`src/design/rsch_cfg.svh`:
```
// Word positions, codes, limits and defaults of the setup handler.
// Assumes inclusion by bare name.
`ifndef RSCH_CFG_SVH
`define RSCH_CFG_SVH

`define RSCH_NWORDS       10
`define RSCH_LAST_IDX     4'h9
`define RSCH_TX_BIT       15
`define RSCH_ST_ACK       15
`define RSCH_ST_SETUP     12
`define RSCH_ERR_NONE     4'h0
`define RSCH_ERR_CMD      4'h1

`define RSCH_CMD_ENTER    16'hb000
`define RSCH_PASSWORD     16'h1298
`define RSCH_CMD_SGL_ONE  16'hb011
`define RSCH_CMD_SGL_TWO  16'hb021
`define RSCH_CMD_SGL_BOTH 16'hb031
`define RSCH_CMD_VDUAL    16'hb002
`define RSCH_CMD_FDUAL    16'hb004
`define RSCH_CMD_SAVE     16'h800e
`define RSCH_CMD_EXIT     16'h800f

`define RSCH_W_CMD        0
`define RSCH_W_PASS       1
`define RSCH_W_ONE_SETUP  1
`define RSCH_W_ONE_FSC_LO 2
`define RSCH_W_ONE_FSC_HI 3
`define RSCH_W_ONE_PRESET 4
`define RSCH_W_TWO_SETUP  5
`define RSCH_W_TWO_FSC_LO 6
`define RSCH_W_TWO_FSC_HI 7
`define RSCH_W_TWO_PRESET 8
`define RSCH_W_SGL_RSV    9
`define RSCH_W_D_SETUP    1
`define RSCH_W_D_TYPE     2
`define RSCH_W_D_TURNS    3
`define RSCH_W_D_FSC_LO   4
`define RSCH_W_D_FSC_HI   5
`define RSCH_W_D_PRE_LO   6
`define RSCH_W_D_PRE_HI   7
`define RSCH_W_D_RSV_A    8
`define RSCH_W_D_RSV_B    9
`define RSCH_W_ONE_STAT   4'h1
`define RSCH_W_TWO_STAT   4'h5
`define RSCH_W_STATUS     4'h0

`define RSCH_SETUP_MASK   16'h0103
`define RSCH_FSC_MIN      32'h00000002
`define RSCH_FSC_MAX_SGL  32'h00010000
`define RSCH_FTYPE_MIN    16'h0002
`define RSCH_FTYPE_MAX    16'h0080
`define RSCH_VTYPE_A      16'h0064
`define RSCH_VTYPE_B      16'h00b4
`define RSCH_VTYPE_C      16'h03e8
`define RSCH_VTYPE_D      16'h0708
`define RSCH_VTURN_STEP   16'h000a

`define RSCH_DEF_SETUP    16'h0000
`define RSCH_DEF_FSC      32'h00000400
`define RSCH_DEF_PRESET   32'h00000000
`define RSCH_DEF_TYPE     16'h0000
`define RSCH_DEF_TURNS    16'h0001

`define RSCH_AW           7
`define RSCH_REGION_BIT   6
`define RSCH_REGION_OUT   1'b0

`endif

```
`src/design/rsch_pkg.sv`:
```
// Types and helpers of the setup handler.
// Assumes nothing beyond a SystemVerilog compiler.
package rsch_pkg;

  typedef enum logic [1:0] {
    rsch_mode_meas  = 2'b00,
    rsch_mode_setup = 2'b01,
    rsch_mode_align = 2'b11
  } rsch_mode_t;

  typedef enum logic [1:0] {
    rsch_kind_single  = 2'b00,
    rsch_kind_vendor  = 2'b01,
    rsch_kind_foreign = 2'b11
  } rsch_kind_t;

  typedef struct packed {
    rsch_kind_t  kind;
    logic [15:0] one_setup;
    logic [31:0] one_fsc;
    logic [31:0] one_preset;
    logic [15:0] two_setup;
    logic [31:0] two_fsc;
    logic [31:0] two_preset;
    logic [15:0] dual_type;
    logic [15:0] dual_turns;
  } rsch_params_t;

  // Low half word first, high half word second
  function automatic logic [31:0] join32(input logic [15:0] low_half_word, input logic [15:0] high_half_word);
    return {high_half_word, low_half_word};
  endfunction

endpackage

```
`src/design/rsch_top.sv`:
```
// Setup command handler, Avalon-MM slave.
// Assumes a master that holds requests while waitrequest is high.
`timescale 1ns/1ps
`include "rsch_cfg.svh"

// What this block does
// - Accepted enter-setup sets acknowledge and in-setup flags.
// - Refused command sets acknowledge and error code.
// - Transmit bit low clears acknowledge.
// - Setup input words: status, channel status 1 and 5, rest zero.
// - Wide values: low half word, then high half word.
// - Channel one command programs channel one, ignores words five to nine.
// - Channel two command programs channel two, ignores words one to four.
// - Both-channel command programs both, checks every data word.
// - Single count 2 to 65536, preset below count.
// - Vendor dual: setup, type, turns, count pair, preset pair, zeros.
// - Vendor dual turns must be listed for the type.
// - Foreign dual: same layout, type 2 to 128.
// - Foreign dual turns must divide the type.
// - Dual count 2 to 65536 times turns, preset below.
// - Setup-data commands only in setup mode.
// - Commands taken only on transmit rising edge.
// - Setup word bits: 0 direction, 1 latch, 8 gearing, rest zero.
// - Save-and-exit saves setup, acknowledges, leaves setup.
// - Plain exit drops edits, acknowledges, resumes with saved set.
module rsch_top
  import rsch_pkg::*;
(
  input  wire logic               clk_i,
  input  wire logic               rst_i,
  input  wire logic [`RSCH_AW-1:0] avs_address_i,
  input  wire logic               avs_read_i,
  input  wire logic               avs_write_i,
  input  wire logic [31:0]        avs_writedata_i,
  input  wire logic [3:0]         avs_byteenable_i,
  output logic      [31:0]        avs_readdata_o,
  output logic                    avs_waitrequest_o,
  input  wire logic [15:0]        channel_one_status_i,
  input  wire logic [15:0]        channel_two_status_i,
  output rsch_mode_t              mode_o,
  output logic      [15:0]        module_status_o,
  output logic                    nv_save_o,
  output rsch_kind_t              param_kind_o,
  output logic      [15:0]        channel_one_setup_o,
  output logic      [31:0]        channel_one_fsc_o,
  output logic      [31:0]        channel_one_preset_o,
  output logic      [15:0]        channel_two_setup_o,
  output logic      [31:0]        channel_two_fsc_o,
  output logic      [31:0]        channel_two_preset_o,
  output logic      [15:0]        dual_type_o,
  output logic      [15:0]        dual_turns_o
);

  localparam rsch_params_t PARAMS_DEFAULT = '{
    kind:       rsch_kind_single,
    one_setup:  `RSCH_DEF_SETUP,
    one_fsc:    `RSCH_DEF_FSC,
    one_preset: `RSCH_DEF_PRESET,
    two_setup:  `RSCH_DEF_SETUP,
    two_fsc:    `RSCH_DEF_FSC,
    two_preset: `RSCH_DEF_PRESET,
    dual_type:  `RSCH_DEF_TYPE,
    dual_turns: `RSCH_DEF_TURNS
  };

  // Host output words and bus state
  logic [15:0]                  out_word_q [`RSCH_NWORDS];
  logic [15:0]                  out_word_d [`RSCH_NWORDS];
  logic [`RSCH_NWORDS*16-1:0]   words_flat;
  logic                         rd_valid_q;
  logic                         rd_valid_d;
  logic [31:0]                  rdata_q;
  logic [31:0]                  rdata_d;
  logic [3:0]                   idx;
  logic                         region;

  // Command state
  rsch_mode_t                   mode_q;
  rsch_mode_t                   mode_d;
  logic                         ack_q;
  logic                         ack_d;
  logic [3:0]                   err_q;
  logic [3:0]                   err_d;
  logic                         tx_prev_q;
  logic                         tx_prev_d;
  logic                         nv_save_q;
  logic                         nv_save_d;
  rsch_params_t                 edit_q;
  rsch_params_t                 edit_d;
  rsch_params_t                 saved_q;
  rsch_params_t                 saved_d;

  logic                         tx;
  logic                         tx_rise;
  logic [15:0]                  cmd;
  logic                         known;
  logic                         data_ok;
  logic [15:0]                  status;

  // Setup-mode input word
  function automatic logic [15:0] in_word(input logic [3:0] i, input logic [15:0] st,
                                          input logic [15:0] one, input logic [15:0] two);
    logic [15:0] v;
    v = 16'h0000;
    if (i == `RSCH_W_STATUS) begin
      v = st;
    end else if (i == `RSCH_W_ONE_STAT) begin
      v = one;
    end else if (i == `RSCH_W_TWO_STAT) begin
      v = two;
    end
    return v;
  endfunction

  always_comb begin
    for (int i = 0; i < `RSCH_NWORDS; i++) begin
      words_flat[i*16 +: 16] = out_word_q[i];
    end
  end

  rsch_chk u_chk (
    .words_i   (words_flat),
    .known_o   (known),
    .data_ok_o (data_ok)
  );

  assign idx    = avs_address_i[5:2];
  assign region = avs_address_i[`RSCH_REGION_BIT];

  always_comb begin
    status                 = 16'h0000;
    status[`RSCH_ST_ACK]   = ack_q;
    status[`RSCH_ST_SETUP] = (mode_q == rsch_mode_setup);
    status[3:0]            = err_q;
  end

  // Writes land at once, reads answer a cycle later
  assign avs_waitrequest_o = avs_read_i && !rd_valid_q;
  assign avs_readdata_o    = rdata_q;

  always_comb begin
    for (int i = 0; i < `RSCH_NWORDS; i++) begin
      out_word_d[i] = out_word_q[i];
    end
    if (avs_write_i && (region == `RSCH_REGION_OUT) && (idx <= `RSCH_LAST_IDX)) begin
      if (avs_byteenable_i[0]) begin
        out_word_d[idx][7:0] = avs_writedata_i[7:0];
      end
      if (avs_byteenable_i[1]) begin
        out_word_d[idx][15:8] = avs_writedata_i[15:8];
      end
    end
    rd_valid_d = avs_read_i && !rd_valid_q;
    rdata_d    = rdata_q;
    if (rd_valid_d) begin
      rdata_d = 32'h00000000;
      if (idx <= `RSCH_LAST_IDX) begin
        if (region == `RSCH_REGION_OUT) begin
          rdata_d = {16'h0000, out_word_q[idx]};
        end else begin
          rdata_d = {16'h0000, in_word(idx, status, channel_one_status_i, channel_two_status_i)};
        end
      end
    end
  end

  always_ff @(posedge clk_i) begin
    if (rst_i) begin
      for (int i = 0; i < `RSCH_NWORDS; i++) begin
        out_word_q[i] <= 16'h0000;
      end
      rd_valid_q <= 1'b0;
      rdata_q    <= 32'h00000000;
    end else begin
      for (int i = 0; i < `RSCH_NWORDS; i++) begin
        out_word_q[i] <= out_word_d[i];
      end
      rd_valid_q <= rd_valid_d;
      rdata_q    <= rdata_d;
    end
  end

  assign cmd     = out_word_q[`RSCH_W_CMD];
  assign tx      = cmd[`RSCH_TX_BIT];
  assign tx_rise = tx && !tx_prev_q;

  // Command interpreter
  always_comb begin
    mode_d    = mode_q;
    ack_d     = ack_q;
    err_d     = err_q;
    edit_d    = edit_q;
    saved_d   = saved_q;
    nv_save_d = 1'b0;
    tx_prev_d = tx;
    if (!tx) begin
      ack_d = 1'b0;
    end
    if (tx_rise) begin
      ack_d = 1'b1;
      err_d = `RSCH_ERR_NONE;
      if (cmd == `RSCH_CMD_ENTER) begin
        if ((mode_q != rsch_mode_setup) && (out_word_q[`RSCH_W_PASS] == `RSCH_PASSWORD)) begin
          mode_d = rsch_mode_setup;
        end else begin
          err_d = `RSCH_ERR_CMD;
        end
      end else if (cmd == `RSCH_CMD_SAVE) begin
        if (mode_q == rsch_mode_setup) begin
          saved_d   = edit_q;
          nv_save_d = 1'b1;
          mode_d    = (edit_q.kind == rsch_kind_foreign) ? rsch_mode_align : rsch_mode_meas;
        end else begin
          err_d = `RSCH_ERR_CMD;
        end
      end else if (cmd == `RSCH_CMD_EXIT) begin
        if (mode_q == rsch_mode_setup) begin
          edit_d = saved_q;
          mode_d = rsch_mode_meas;
        end else begin
          err_d = `RSCH_ERR_CMD;
        end
      end else if (known && data_ok && (mode_q == rsch_mode_setup)) begin
        unique case (cmd)
          `RSCH_CMD_SGL_ONE, `RSCH_CMD_SGL_TWO, `RSCH_CMD_SGL_BOTH: begin
            edit_d.kind = rsch_kind_single;
            if (cmd != `RSCH_CMD_SGL_TWO) begin
              edit_d.one_setup  = out_word_q[`RSCH_W_ONE_SETUP];
              edit_d.one_fsc    = join32(out_word_q[`RSCH_W_ONE_FSC_LO], out_word_q[`RSCH_W_ONE_FSC_HI]);
              edit_d.one_preset = {16'h0000, out_word_q[`RSCH_W_ONE_PRESET]};
            end
            if (cmd != `RSCH_CMD_SGL_ONE) begin
              edit_d.two_setup  = out_word_q[`RSCH_W_TWO_SETUP];
              edit_d.two_fsc    = join32(out_word_q[`RSCH_W_TWO_FSC_LO], out_word_q[`RSCH_W_TWO_FSC_HI]);
              edit_d.two_preset = {16'h0000, out_word_q[`RSCH_W_TWO_PRESET]};
            end
          end
          default: begin
            // Dual count and preset live in the channel one slots, dual setup goes to both channels
            edit_d.kind       = (cmd == `RSCH_CMD_FDUAL) ? rsch_kind_foreign : rsch_kind_vendor;
            edit_d.one_setup  = out_word_q[`RSCH_W_D_SETUP];
            edit_d.two_setup  = out_word_q[`RSCH_W_D_SETUP];
            edit_d.dual_type  = out_word_q[`RSCH_W_D_TYPE];
            edit_d.dual_turns = out_word_q[`RSCH_W_D_TURNS];
            edit_d.one_fsc    = join32(out_word_q[`RSCH_W_D_FSC_LO], out_word_q[`RSCH_W_D_FSC_HI]);
            edit_d.one_preset = join32(out_word_q[`RSCH_W_D_PRE_LO], out_word_q[`RSCH_W_D_PRE_HI]);
          end
        endcase
      end else begin
        err_d = `RSCH_ERR_CMD;
      end
    end
  end

  always_ff @(posedge clk_i) begin
    if (rst_i) begin
      mode_q    <= rsch_mode_meas;
      ack_q     <= 1'b0;
      err_q     <= `RSCH_ERR_NONE;
      tx_prev_q <= 1'b0;
      nv_save_q <= 1'b0;
      edit_q    <= PARAMS_DEFAULT;
      saved_q   <= PARAMS_DEFAULT;
    end else begin
      mode_q    <= mode_d;
      ack_q     <= ack_d;
      err_q     <= err_d;
      tx_prev_q <= tx_prev_d;
      nv_save_q <= nv_save_d;
      edit_q    <= edit_d;
      saved_q   <= saved_d;
    end
  end

  assign mode_o               = mode_q;
  assign module_status_o      = status;
  assign nv_save_o            = nv_save_q;
  assign param_kind_o         = saved_q.kind;
  assign channel_one_setup_o  = saved_q.one_setup;
  assign channel_one_fsc_o    = saved_q.one_fsc;
  assign channel_one_preset_o = saved_q.one_preset;
  assign channel_two_setup_o  = saved_q.two_setup;
  assign channel_two_fsc_o    = saved_q.two_fsc;
  assign channel_two_preset_o = saved_q.two_preset;
  assign dual_type_o          = saved_q.dual_type;
  assign dual_turns_o         = saved_q.dual_turns;

endmodule

```
`src/design/rsch_chk.sv`:
```
// Range checker for the five setup-data write commands.
// Assumes the host words flattened, word 0 lowest.
`timescale 1ns/1ps
`include "rsch_cfg.svh"
module rsch_chk
  import rsch_pkg::*;
(
  input  wire logic [`RSCH_NWORDS*16-1:0] words_i,
  output logic                            known_o,
  output logic                            data_ok_o
);

  logic [15:0] wd [`RSCH_NWORDS];
  logic [15:0] dtype;
  logic [15:0] turns;
  logic        one_ok;
  logic        two_ok;
  logic        span_dual_ok;
  logic        vturn_ok;
  logic        fturn_ok;

  function automatic logic setup_ok(input logic [15:0] s);
    return (s & ~`RSCH_SETUP_MASK) == 16'h0000;
  endfunction

  // True when b is nonzero and divides a
  function automatic logic divides(input logic [15:0] a, input logic [15:0] b);
    return (b != 16'h0000) && ((a % b) == 16'h0000);
  endfunction

  function automatic logic span_ok(input logic [15:0] s, input logic [31:0] fsc,
                                   input logic [31:0] pre, input logic [31:0] max);
    return setup_ok(s) && (fsc >= `RSCH_FSC_MIN) && (fsc <= max) && (pre < fsc);
  endfunction

  always_comb begin
    for (int i = 0; i < `RSCH_NWORDS; i++) begin
      wd[i] = words_i[i*16 +: 16];
    end
  end

  assign dtype = wd[`RSCH_W_D_TYPE];
  assign turns = wd[`RSCH_W_D_TURNS];

  assign one_ok = span_ok(wd[`RSCH_W_ONE_SETUP], join32(wd[`RSCH_W_ONE_FSC_LO], wd[`RSCH_W_ONE_FSC_HI]),
                          {16'h0000, wd[`RSCH_W_ONE_PRESET]}, `RSCH_FSC_MAX_SGL);
  assign two_ok = span_ok(wd[`RSCH_W_TWO_SETUP], join32(wd[`RSCH_W_TWO_FSC_LO], wd[`RSCH_W_TWO_FSC_HI]),
                          {16'h0000, wd[`RSCH_W_TWO_PRESET]}, `RSCH_FSC_MAX_SGL);

  assign span_dual_ok = span_ok(wd[`RSCH_W_D_SETUP], join32(wd[`RSCH_W_D_FSC_LO], wd[`RSCH_W_D_FSC_HI]),
                                join32(wd[`RSCH_W_D_PRE_LO], wd[`RSCH_W_D_PRE_HI]), {turns, 16'h0000}) &&
                        (wd[`RSCH_W_D_RSV_A] == 16'h0000) && (wd[`RSCH_W_D_RSV_B] == 16'h0000);

  // Larger vendor types only allow tens of turns
  assign vturn_ok = divides(dtype, turns) &&
                    (((dtype == `RSCH_VTYPE_A) || (dtype == `RSCH_VTYPE_B)) ||
                     (((dtype == `RSCH_VTYPE_C) || (dtype == `RSCH_VTYPE_D)) && divides(turns, `RSCH_VTURN_STEP)));

  assign fturn_ok = (dtype >= `RSCH_FTYPE_MIN) && (dtype <= `RSCH_FTYPE_MAX) && divides(dtype, turns);

  always_comb begin
    known_o   = 1'b1;
    data_ok_o = 1'b0;
    unique case (wd[`RSCH_W_CMD])
      `RSCH_CMD_SGL_ONE:  data_ok_o = one_ok;
      `RSCH_CMD_SGL_TWO:  data_ok_o = two_ok && (wd[`RSCH_W_SGL_RSV] == 16'h0000);
      `RSCH_CMD_SGL_BOTH: data_ok_o = one_ok && two_ok && (wd[`RSCH_W_SGL_RSV] == 16'h0000);
      `RSCH_CMD_VDUAL:    data_ok_o = span_dual_ok && vturn_ok;
      `RSCH_CMD_FDUAL:    data_ok_o = span_dual_ok && fturn_ok;
      default:            known_o   = 1'b0;
    endcase
  end

endmodule

```
`config.mk`:
```
export PLATFORM = sky130hd
export DESIGN_NAME = rsch_top
export DESIGN_NICKNAME = d
export VERILOG_FILES = /design/src/design/rsch_pkg.sv /design/src/design/rsch_top.sv /design/src/design/rsch_chk.sv
export VERILOG_INCLUDE_DIRS = /design/src /design/src/design
export SDC_FILE = /design/constraint.sdc
export NUM_CORES = 2
export LEC_CHECK = 0
export ABC_AREA = 1
export BUFFER_PORTS_ARGS = -buffer_cell sky130_fd_sc_hd__buf_2
export CAP_MARGIN = 40
export CELL_PAD_IN_SITES_DETAIL_PLACEMENT = 1
export CELL_PAD_IN_SITES_GLOBAL_PLACEMENT = 1
export CORE_MARGIN = 2
export CORE_UTILIZATION = 45
export CTS_BUF_LIST = sky130_fd_sc_hd__clkbuf_4 sky130_fd_sc_hd__clkbuf_8
export DETAILED_ROUTE_END_ITERATION = 10
export GPL_ROUTABILITY_DRIVEN = 0
export PLACE_DENSITY = 0.86
export SYNTH_ARGS = -nofsm -noshare
export SYNTH_HDL_FRONTEND = slang
export SYNTH_SLANG_ARGS = --single-unit
```
`constraint.sdc`:
```
create_clock -name clk_i -period 37.3 [get_ports clk_i]
set_clock_uncertainty 0.2 [all_clocks]
set_input_delay 9.325 -clock clk_i [delete_from_list [all_inputs] [get_ports clk_i]]
set_output_delay 9.325 -clock clk_i [all_outputs]
set_load 0.005 [all_outputs]
```
* Word-level counts from Yosys, hierarchy flattened
Memory sizes are Yosys's and may differ from the RTL's.
Cells that the tools add are included.
W data, S select, Z words.
** Word-level totals
- Memories kept :: 1
- Flip-flop bits (word level) :: 430
- Output and inout bits :: 246
- Memory bits (writable) :: 160
- Logic and storage cells :: 196
** Memory list
- out_word_q :: depth 10, bits a word 16, rd ports 11, clocked after Yosys merged registers in 0, write ports 10, RTL line rsch_top.sv:67 : logic [15:0] out_word_q [`RSCH_NWORDS];
** Operators by class
- Equal/unequal tests :: 28
- Divide/modulo/power cells :: 2
- Magnitude comparators :: 14
- Bitwise operators :: 15
- Reductions and logical operators :: 56
- Muxes and demuxes :: 55
** Operator list (number)
- $mux W160 :: 4
- $mux W194 :: 3
- $bwmux W160 :: 2
- $mux W16 :: 16
- $mux W80 :: 2
- $demux W16 S4 :: 2
- $eq A16 B16 Y1 const B :: 8
- $mux W98 :: 1
- $ge A32 B2 Y1 const B :: 3
- $logic_not A16 Y1 :: 6
- $le A32 B17 Y1 const B :: 2
- $lt A16 B32 Y1 :: 2
- $mux W64 :: 1
- $le A32 B32 Y1 :: 1
- $lt A32 B32 Y1 :: 1
- $mux W32 :: 1
- $ne A16 B16 Y1 const B :: 2
- $logic_and A1 B1 Y1 :: 29
- $reduce_and A6 Y1 :: 3
- $eq A16 B10 Y1 const B :: 1
- $eq A16 B11 Y1 const B :: 1
- $eq A16 B13 Y1 const B :: 1
- $eq A16 B7 Y1 const B :: 1
- $eq A16 B8 Y1 const B :: 1
- 34 further kinds :: 76

* Depth between registers and ports, before layout
An unclocked memory read counts as a cell.
- Depth in word-level cells :: 15
- Depth in mapped cells :: 241
- Gate-level depth less buffers :: 233

* Hierarchy
Synthesis repeated with hierarchy kept, for this count alone.
** Second synthesis, totals
- Cells, all modules :: 5360
- Area total of the unflattened synthesis :: 34899.7 sq um
** By module, submodules not included
- rsch_top :: cells an instance 3829, instances 1, area each 25428.1 sq um, seq. area each 11431.0 sq um
- rsch_chk :: cells an instance 1531, instances 1, area each 9471.6 sq um, seq. area each 0.0 sq um

* Worst setup path after synthesis
OpenSTA, ideal clock, no wires.
- Kind :: register to register
- Start :: memory out_word_q[3][13]
- End :: register edit_q[161] in the netlist's numbering
- Stages on the path, launching flop included :: 231
- Library setup time :: 113 ps
- Path buffers :: 12
- Path slack :: 5888 ps
- Required time :: 36987 ps
- Data arrival time :: 31099 ps
- Clock period less this slack :: 31412 ps
- Path through :: dfxtp_1 -> inv_2 -> nand2_1 -> nor2_1 -> inv_1 -> nor2_1 -> nand3_1 -> nor2_1 -> inv_2 -> nor3_1 -> inv_1 -> nor2_1 -> a21oi_1 -> ha_1 -> inv_1 -> nor2_1 -> o21ai_0 -> nor2_1 -> [... 195 more ...] -> a21oi_1 -> o21bai_1 -> a21o_1 -> a21oi_1 -> xor2_1 -> nand4_1 -> a21oi_1 -> nand2_1 -> nor2_1 -> nand2_2 -> nand3_2 -> nand2_4 -> inv_4 -> nand2_4 -> buf_8 -> buf_4 -> o21ai_1 -> nor2_1
** RTL lines
- start: declaration :: RTL line rsch_top.sv:67
- end signal: assignment :: RTL line rsch_top.sv:270 : edit_q <= edit_d;
- end: declaration :: RTL line rsch_top.sv:88 : rsch_params_t edit_q;

==> impl.org <==
** Global route
- The first global-routing pass estimated 205 mm of wire.
- Across every metal layer, demand over resource in global routing totals 0.335.
- Largest net degree at the start of global routing :: 211
- Number of global-route vias before repair :: 36.2k
- After global routing the overflow that remains totals 0.
- Number of antenna violations at the first check in global routing :: 5

** Synthesis
- The most used flip-flop cell after synthesis is dfxtp_1.
- The area fraction in compound gates after synthesis is 0.236.
- Of the total synthesized cell area, the portion taken by full adders, half adders and majority gates is 0.0799.
- Synthesis produced 5007 cells.
- After synthesis, the share of flip-flops with an asynchronous set or reset is 0.
- After synthesis, the netlist uses 61 different library cells.
- Multiplexer share of the synthesized area :: 0
- Combined area of all synthesized cells :: 0.0343 mm^2
- In this run, synthesis inferred 0 flip-flops with an integrated enable.
- Top cell type by total area after synthesis :: dfxtp_1
- Main combinational cell family by area after synthesis :: compound AO/OA/AOI/OAI gates
- Synth top area cells :: dfxtp_1 33%, o21ai_0 9.0%, ha_1 7.9%, nand2_1 7.7%, inv_1 7.7%
- For this run, the number of Yosys warnings is 0.
- Sequential cell area fraction in the yosys report :: 0.334
- Each instance of the synthesized netlist takes up on average 6.84 um^2.
- Simple-gate share of the synthesized area :: 0.201
- Post-synth top area share :: 0.334
- Synth Register Bits :: 571
- Share of the synthesized netlist area taken by xor and xnor gates :: 0.0240

** STA
- Final hold analysis gives a worst-case slack of 0.246 ns.
- Hold Vio Cnt, Final :: 0
- Setup Viol. Count Final :: 0
- Time the final worst path needs with I/O delays and setup :: 34.09 ns
- The max-slew violation count was 0.
- In this run the tightest slew margin relative to its limit is 0.328.
- Max Fclk :: 0.0293 GHz
- Period utilization :: 0.914
- At the pin with the least slew margin, the transition time is 1.01 ns.

** Min path
- Worst min-delay path startpoint :: edit_q[109]$_SDFFE_PP0P_
- The tightest min-delay check is of the reg -> reg type.
- Counting instances, the worst hold path has a depth of 2.

** Critical path
- For flop-to-flop paths, the worst setup slack is 3.21 ns.
- On the worst path, the slowest cell contributes a delay of 0.74 ns.
- Master of the slowest instance on the critical path :: dfxtp_1
- For the worst setup path, the data required time is 37.70 ns.
- Path depth of the worst reg2reg path :: 221
- The most critical setup path has its startpoint at out_word_q[3][0]$_SDFFE_PP0P_.
- Data on the critical path arrives at its endpoint at 34.49 ns.
- Crit. End Element :: flip-flop
- The setup path with the least slack is of type reg -> reg.
- End of the worst register-to-register path :: edit_q[88]$_SDFFE_PP0P_
- Of all nets on the critical path, the largest fanout is 54.
- In this run the critical register-to-register path is launched from out_word_q[3][0]$_SDFFE_PP0P_.
- Endpoint of the most critical setup path :: edit_q[88]$_SDFFE_PP0P_
- The worst setup path is launched from a flip-flop.
- Library cell appearing most often on the critical path :: nand2_1

** Place
- Port buffering added 275 buffers.
- Detailed placement ended at an HPWL of 95.1 mm.
- Summing all placed instances gives a cell area of 0.0363 mm^2.

** Clocking
- Buffer cell driving the clock tree root :: clkbuf_8
- Counting along the longest clock path gives a buffer depth of 3.
- Number of CTS-inserted buffers :: 95
- TritonCTS clock tree :: yes
- The tree built by TritonCTS fans out to 571 sinks.
- Source-to-sink clock delay at the later pin of the worst-skew pair :: 0.75 ns
- The H-tree was split into 3 levels.
- Clock input transition at the sequential cells of the worst setup and hold paths :: 0.06 ns

** Floorplanning
- 325 I/O pins were placed.
- In this run the vertical extent of the chip is 280 um.
- Core footprint :: 0.0757 mm^2
- The die is 280 um wide.
- The die covers 0.0783 mm^2.
- For this configuration, the core starts out at a cell density of 0.453.
- Row generation in the floorplan step produced 101 rows.

** Job
- Max-cap violations in this run came to 0.

** Status
- Run status :: finished clean

** Cells and area
- Most used cells in the layout excluding fill and tap cells :: 705 x nand2_1, 701 x inv_1, 612 x o21ai_0
- Leaving out fill and tap cells, the most frequent cell in the layout is nand2_1.
- Cell area after layout :: 0.0385 mm^2
- The net count of the finished layout is 5477.
- Of the cells placed in the final design, the portion with a size suffix greater than 1 is 0.131.
- Area Overhead vs Synth :: 12.4%

** Route
- The first routing iteration left 2948 violations.
- Total via count after detailed routing :: 36.2k
- Dividing the detail-routed via count by the number of cells gives 5.81.
- The first TritonRoute pass finished after 8 iterations.
- Residual DRC :: 0
- In this run the remaining antenna-violating nets after routing total 0.
- After detailed routing, the average wire length per cell comes to 21.7 um.
- Wires add up to 135 mm.
==> synthesized netlist by cell type, drive strengths merged (3+ instances only) <==
master   instances
nand3          161
nand2          766
nor4            37
a211oi          48
buf             77
or2             16
nand4           37
o211ai          17
dfxtp          571
nor2           563
o221ai          66
o21bai          35
a21o            26
a221oi          16
o21ai          686
xor2            47
o41ai            4
a21boi           5
a21oi          435
or3              3
o2111ai          6
clkinv          15
ha             217
xnor2           47
o31ai           10
o22ai           79
nor3            20
clkbuf         225
inv            752
==> kinds of logic (layout without fill, tap and decap cells) <==
kind of cell,count (synthesis),count (layout)
XOR/XNOR,94,94
flip-flops,571,571
other,1,31
buffers and inverters,1069,1285
AO/OA/AOI/OAI,1445,1445
AND/OR/NAND/NOR,1609,1609
adder cells (fa/ha/maj),218,218
==> worst min-delay path by stage <==
stage,end,slack [ns]
after global placement,edit_q[100]$_SDFFE_PP0P_,0.23
after floorplan,ack_q$_SDFFE_PP0P_,0.22
final,edit_q[109]$_SDFFE_PP0P_,0.25
after CTS,edit_q[103]$_SDFFE_PP0P_,0.24
after global routing,dual_type_o[12]$_SDFFE_PP0P_,0.26
after detailed placement,edit_q[98]$_SDFFE_PP0P_,0.23
==> per-stage QoR <==
| step | setup TNS, ns | utilization | setup slack (ns) | std cells |
|---|---|---|---|---|
| after floorplan | 0 | - | 5.89 | 5035 |
| after global placement | 0 | 0.478 | 2.30 | 6042 |
| after detailed placement | 0 | 0.479 | 0.680 | 6049 |
| after CTS | 0 | 0.506 | 0.528 | 6217 |
| after global routing | -5.06 | 0.509 | -0.153 | 6230 |
| final | 0 | 0.509 | 3.21 | 6231 |
==> area by class of cell <==
type | instances | area (um^2)
antenna | 2 | 5.00
clock buffer | 154 | 1860
clock inverter | 14 | 138
fill | 9953 | 37200
inverter | 767 | 2910
multi-input combinational | 3395 | 18800
sequential | 571 | 11400
tap | 978 | 1220
timing repair buffer | 350 | 2160
==> routing by layer <==
metal / track usage / vias up / wire length [um]
met1: 0.392 / 17500 / 52000
met2: 0.557 / 1438 / 63000
met5: 0 / - / 34
li1: - / 16800 / -
met3: 0.0639 / 482 / 10400
met4: 0.226 / 6 / 9830
==> state kept, by name, indices dropped and copies added (netlist names) <==
signal,count
rd_valid_q,1
channel_two_preset_o,32
nv_save_o,1
channel_one_setup_o,16
param_kind_o,2
mode_o,2
avs_readdata_o,16
tx_prev_q,1
ack_q,1
edit_q,194
dual_turns_o,16
channel_two_setup_o,16
out_word_q,160
channel_one_fsc_o,32
channel_two_fsc_o,32
dual_type_o,16
err_q,1
channel_one_preset_o,32
==> what timing repair did <==
item / CTS / global route
buffers inserted: 0 / 11
resized for setup: 0 / 41
hold buffers: 0 / 0
setup endpoints to repair: 0 / 195
==> worst max-delay path, delay by kind of cell, from the launching register on <==
kind | cells | cell delay [ns]
xor+xnor | 1 | 0.16
flops | 1 | 0.74
compound gates | 95 | 15.30
buf+inv | 43 | 4.68
simple gates | 66 | 7.73
fa+ha+maj | 16 | 5.12
Power is left out: the tool's default activity adds up to more than one toggle a clock period on the data nets, which glitch-free logic cannot reach.
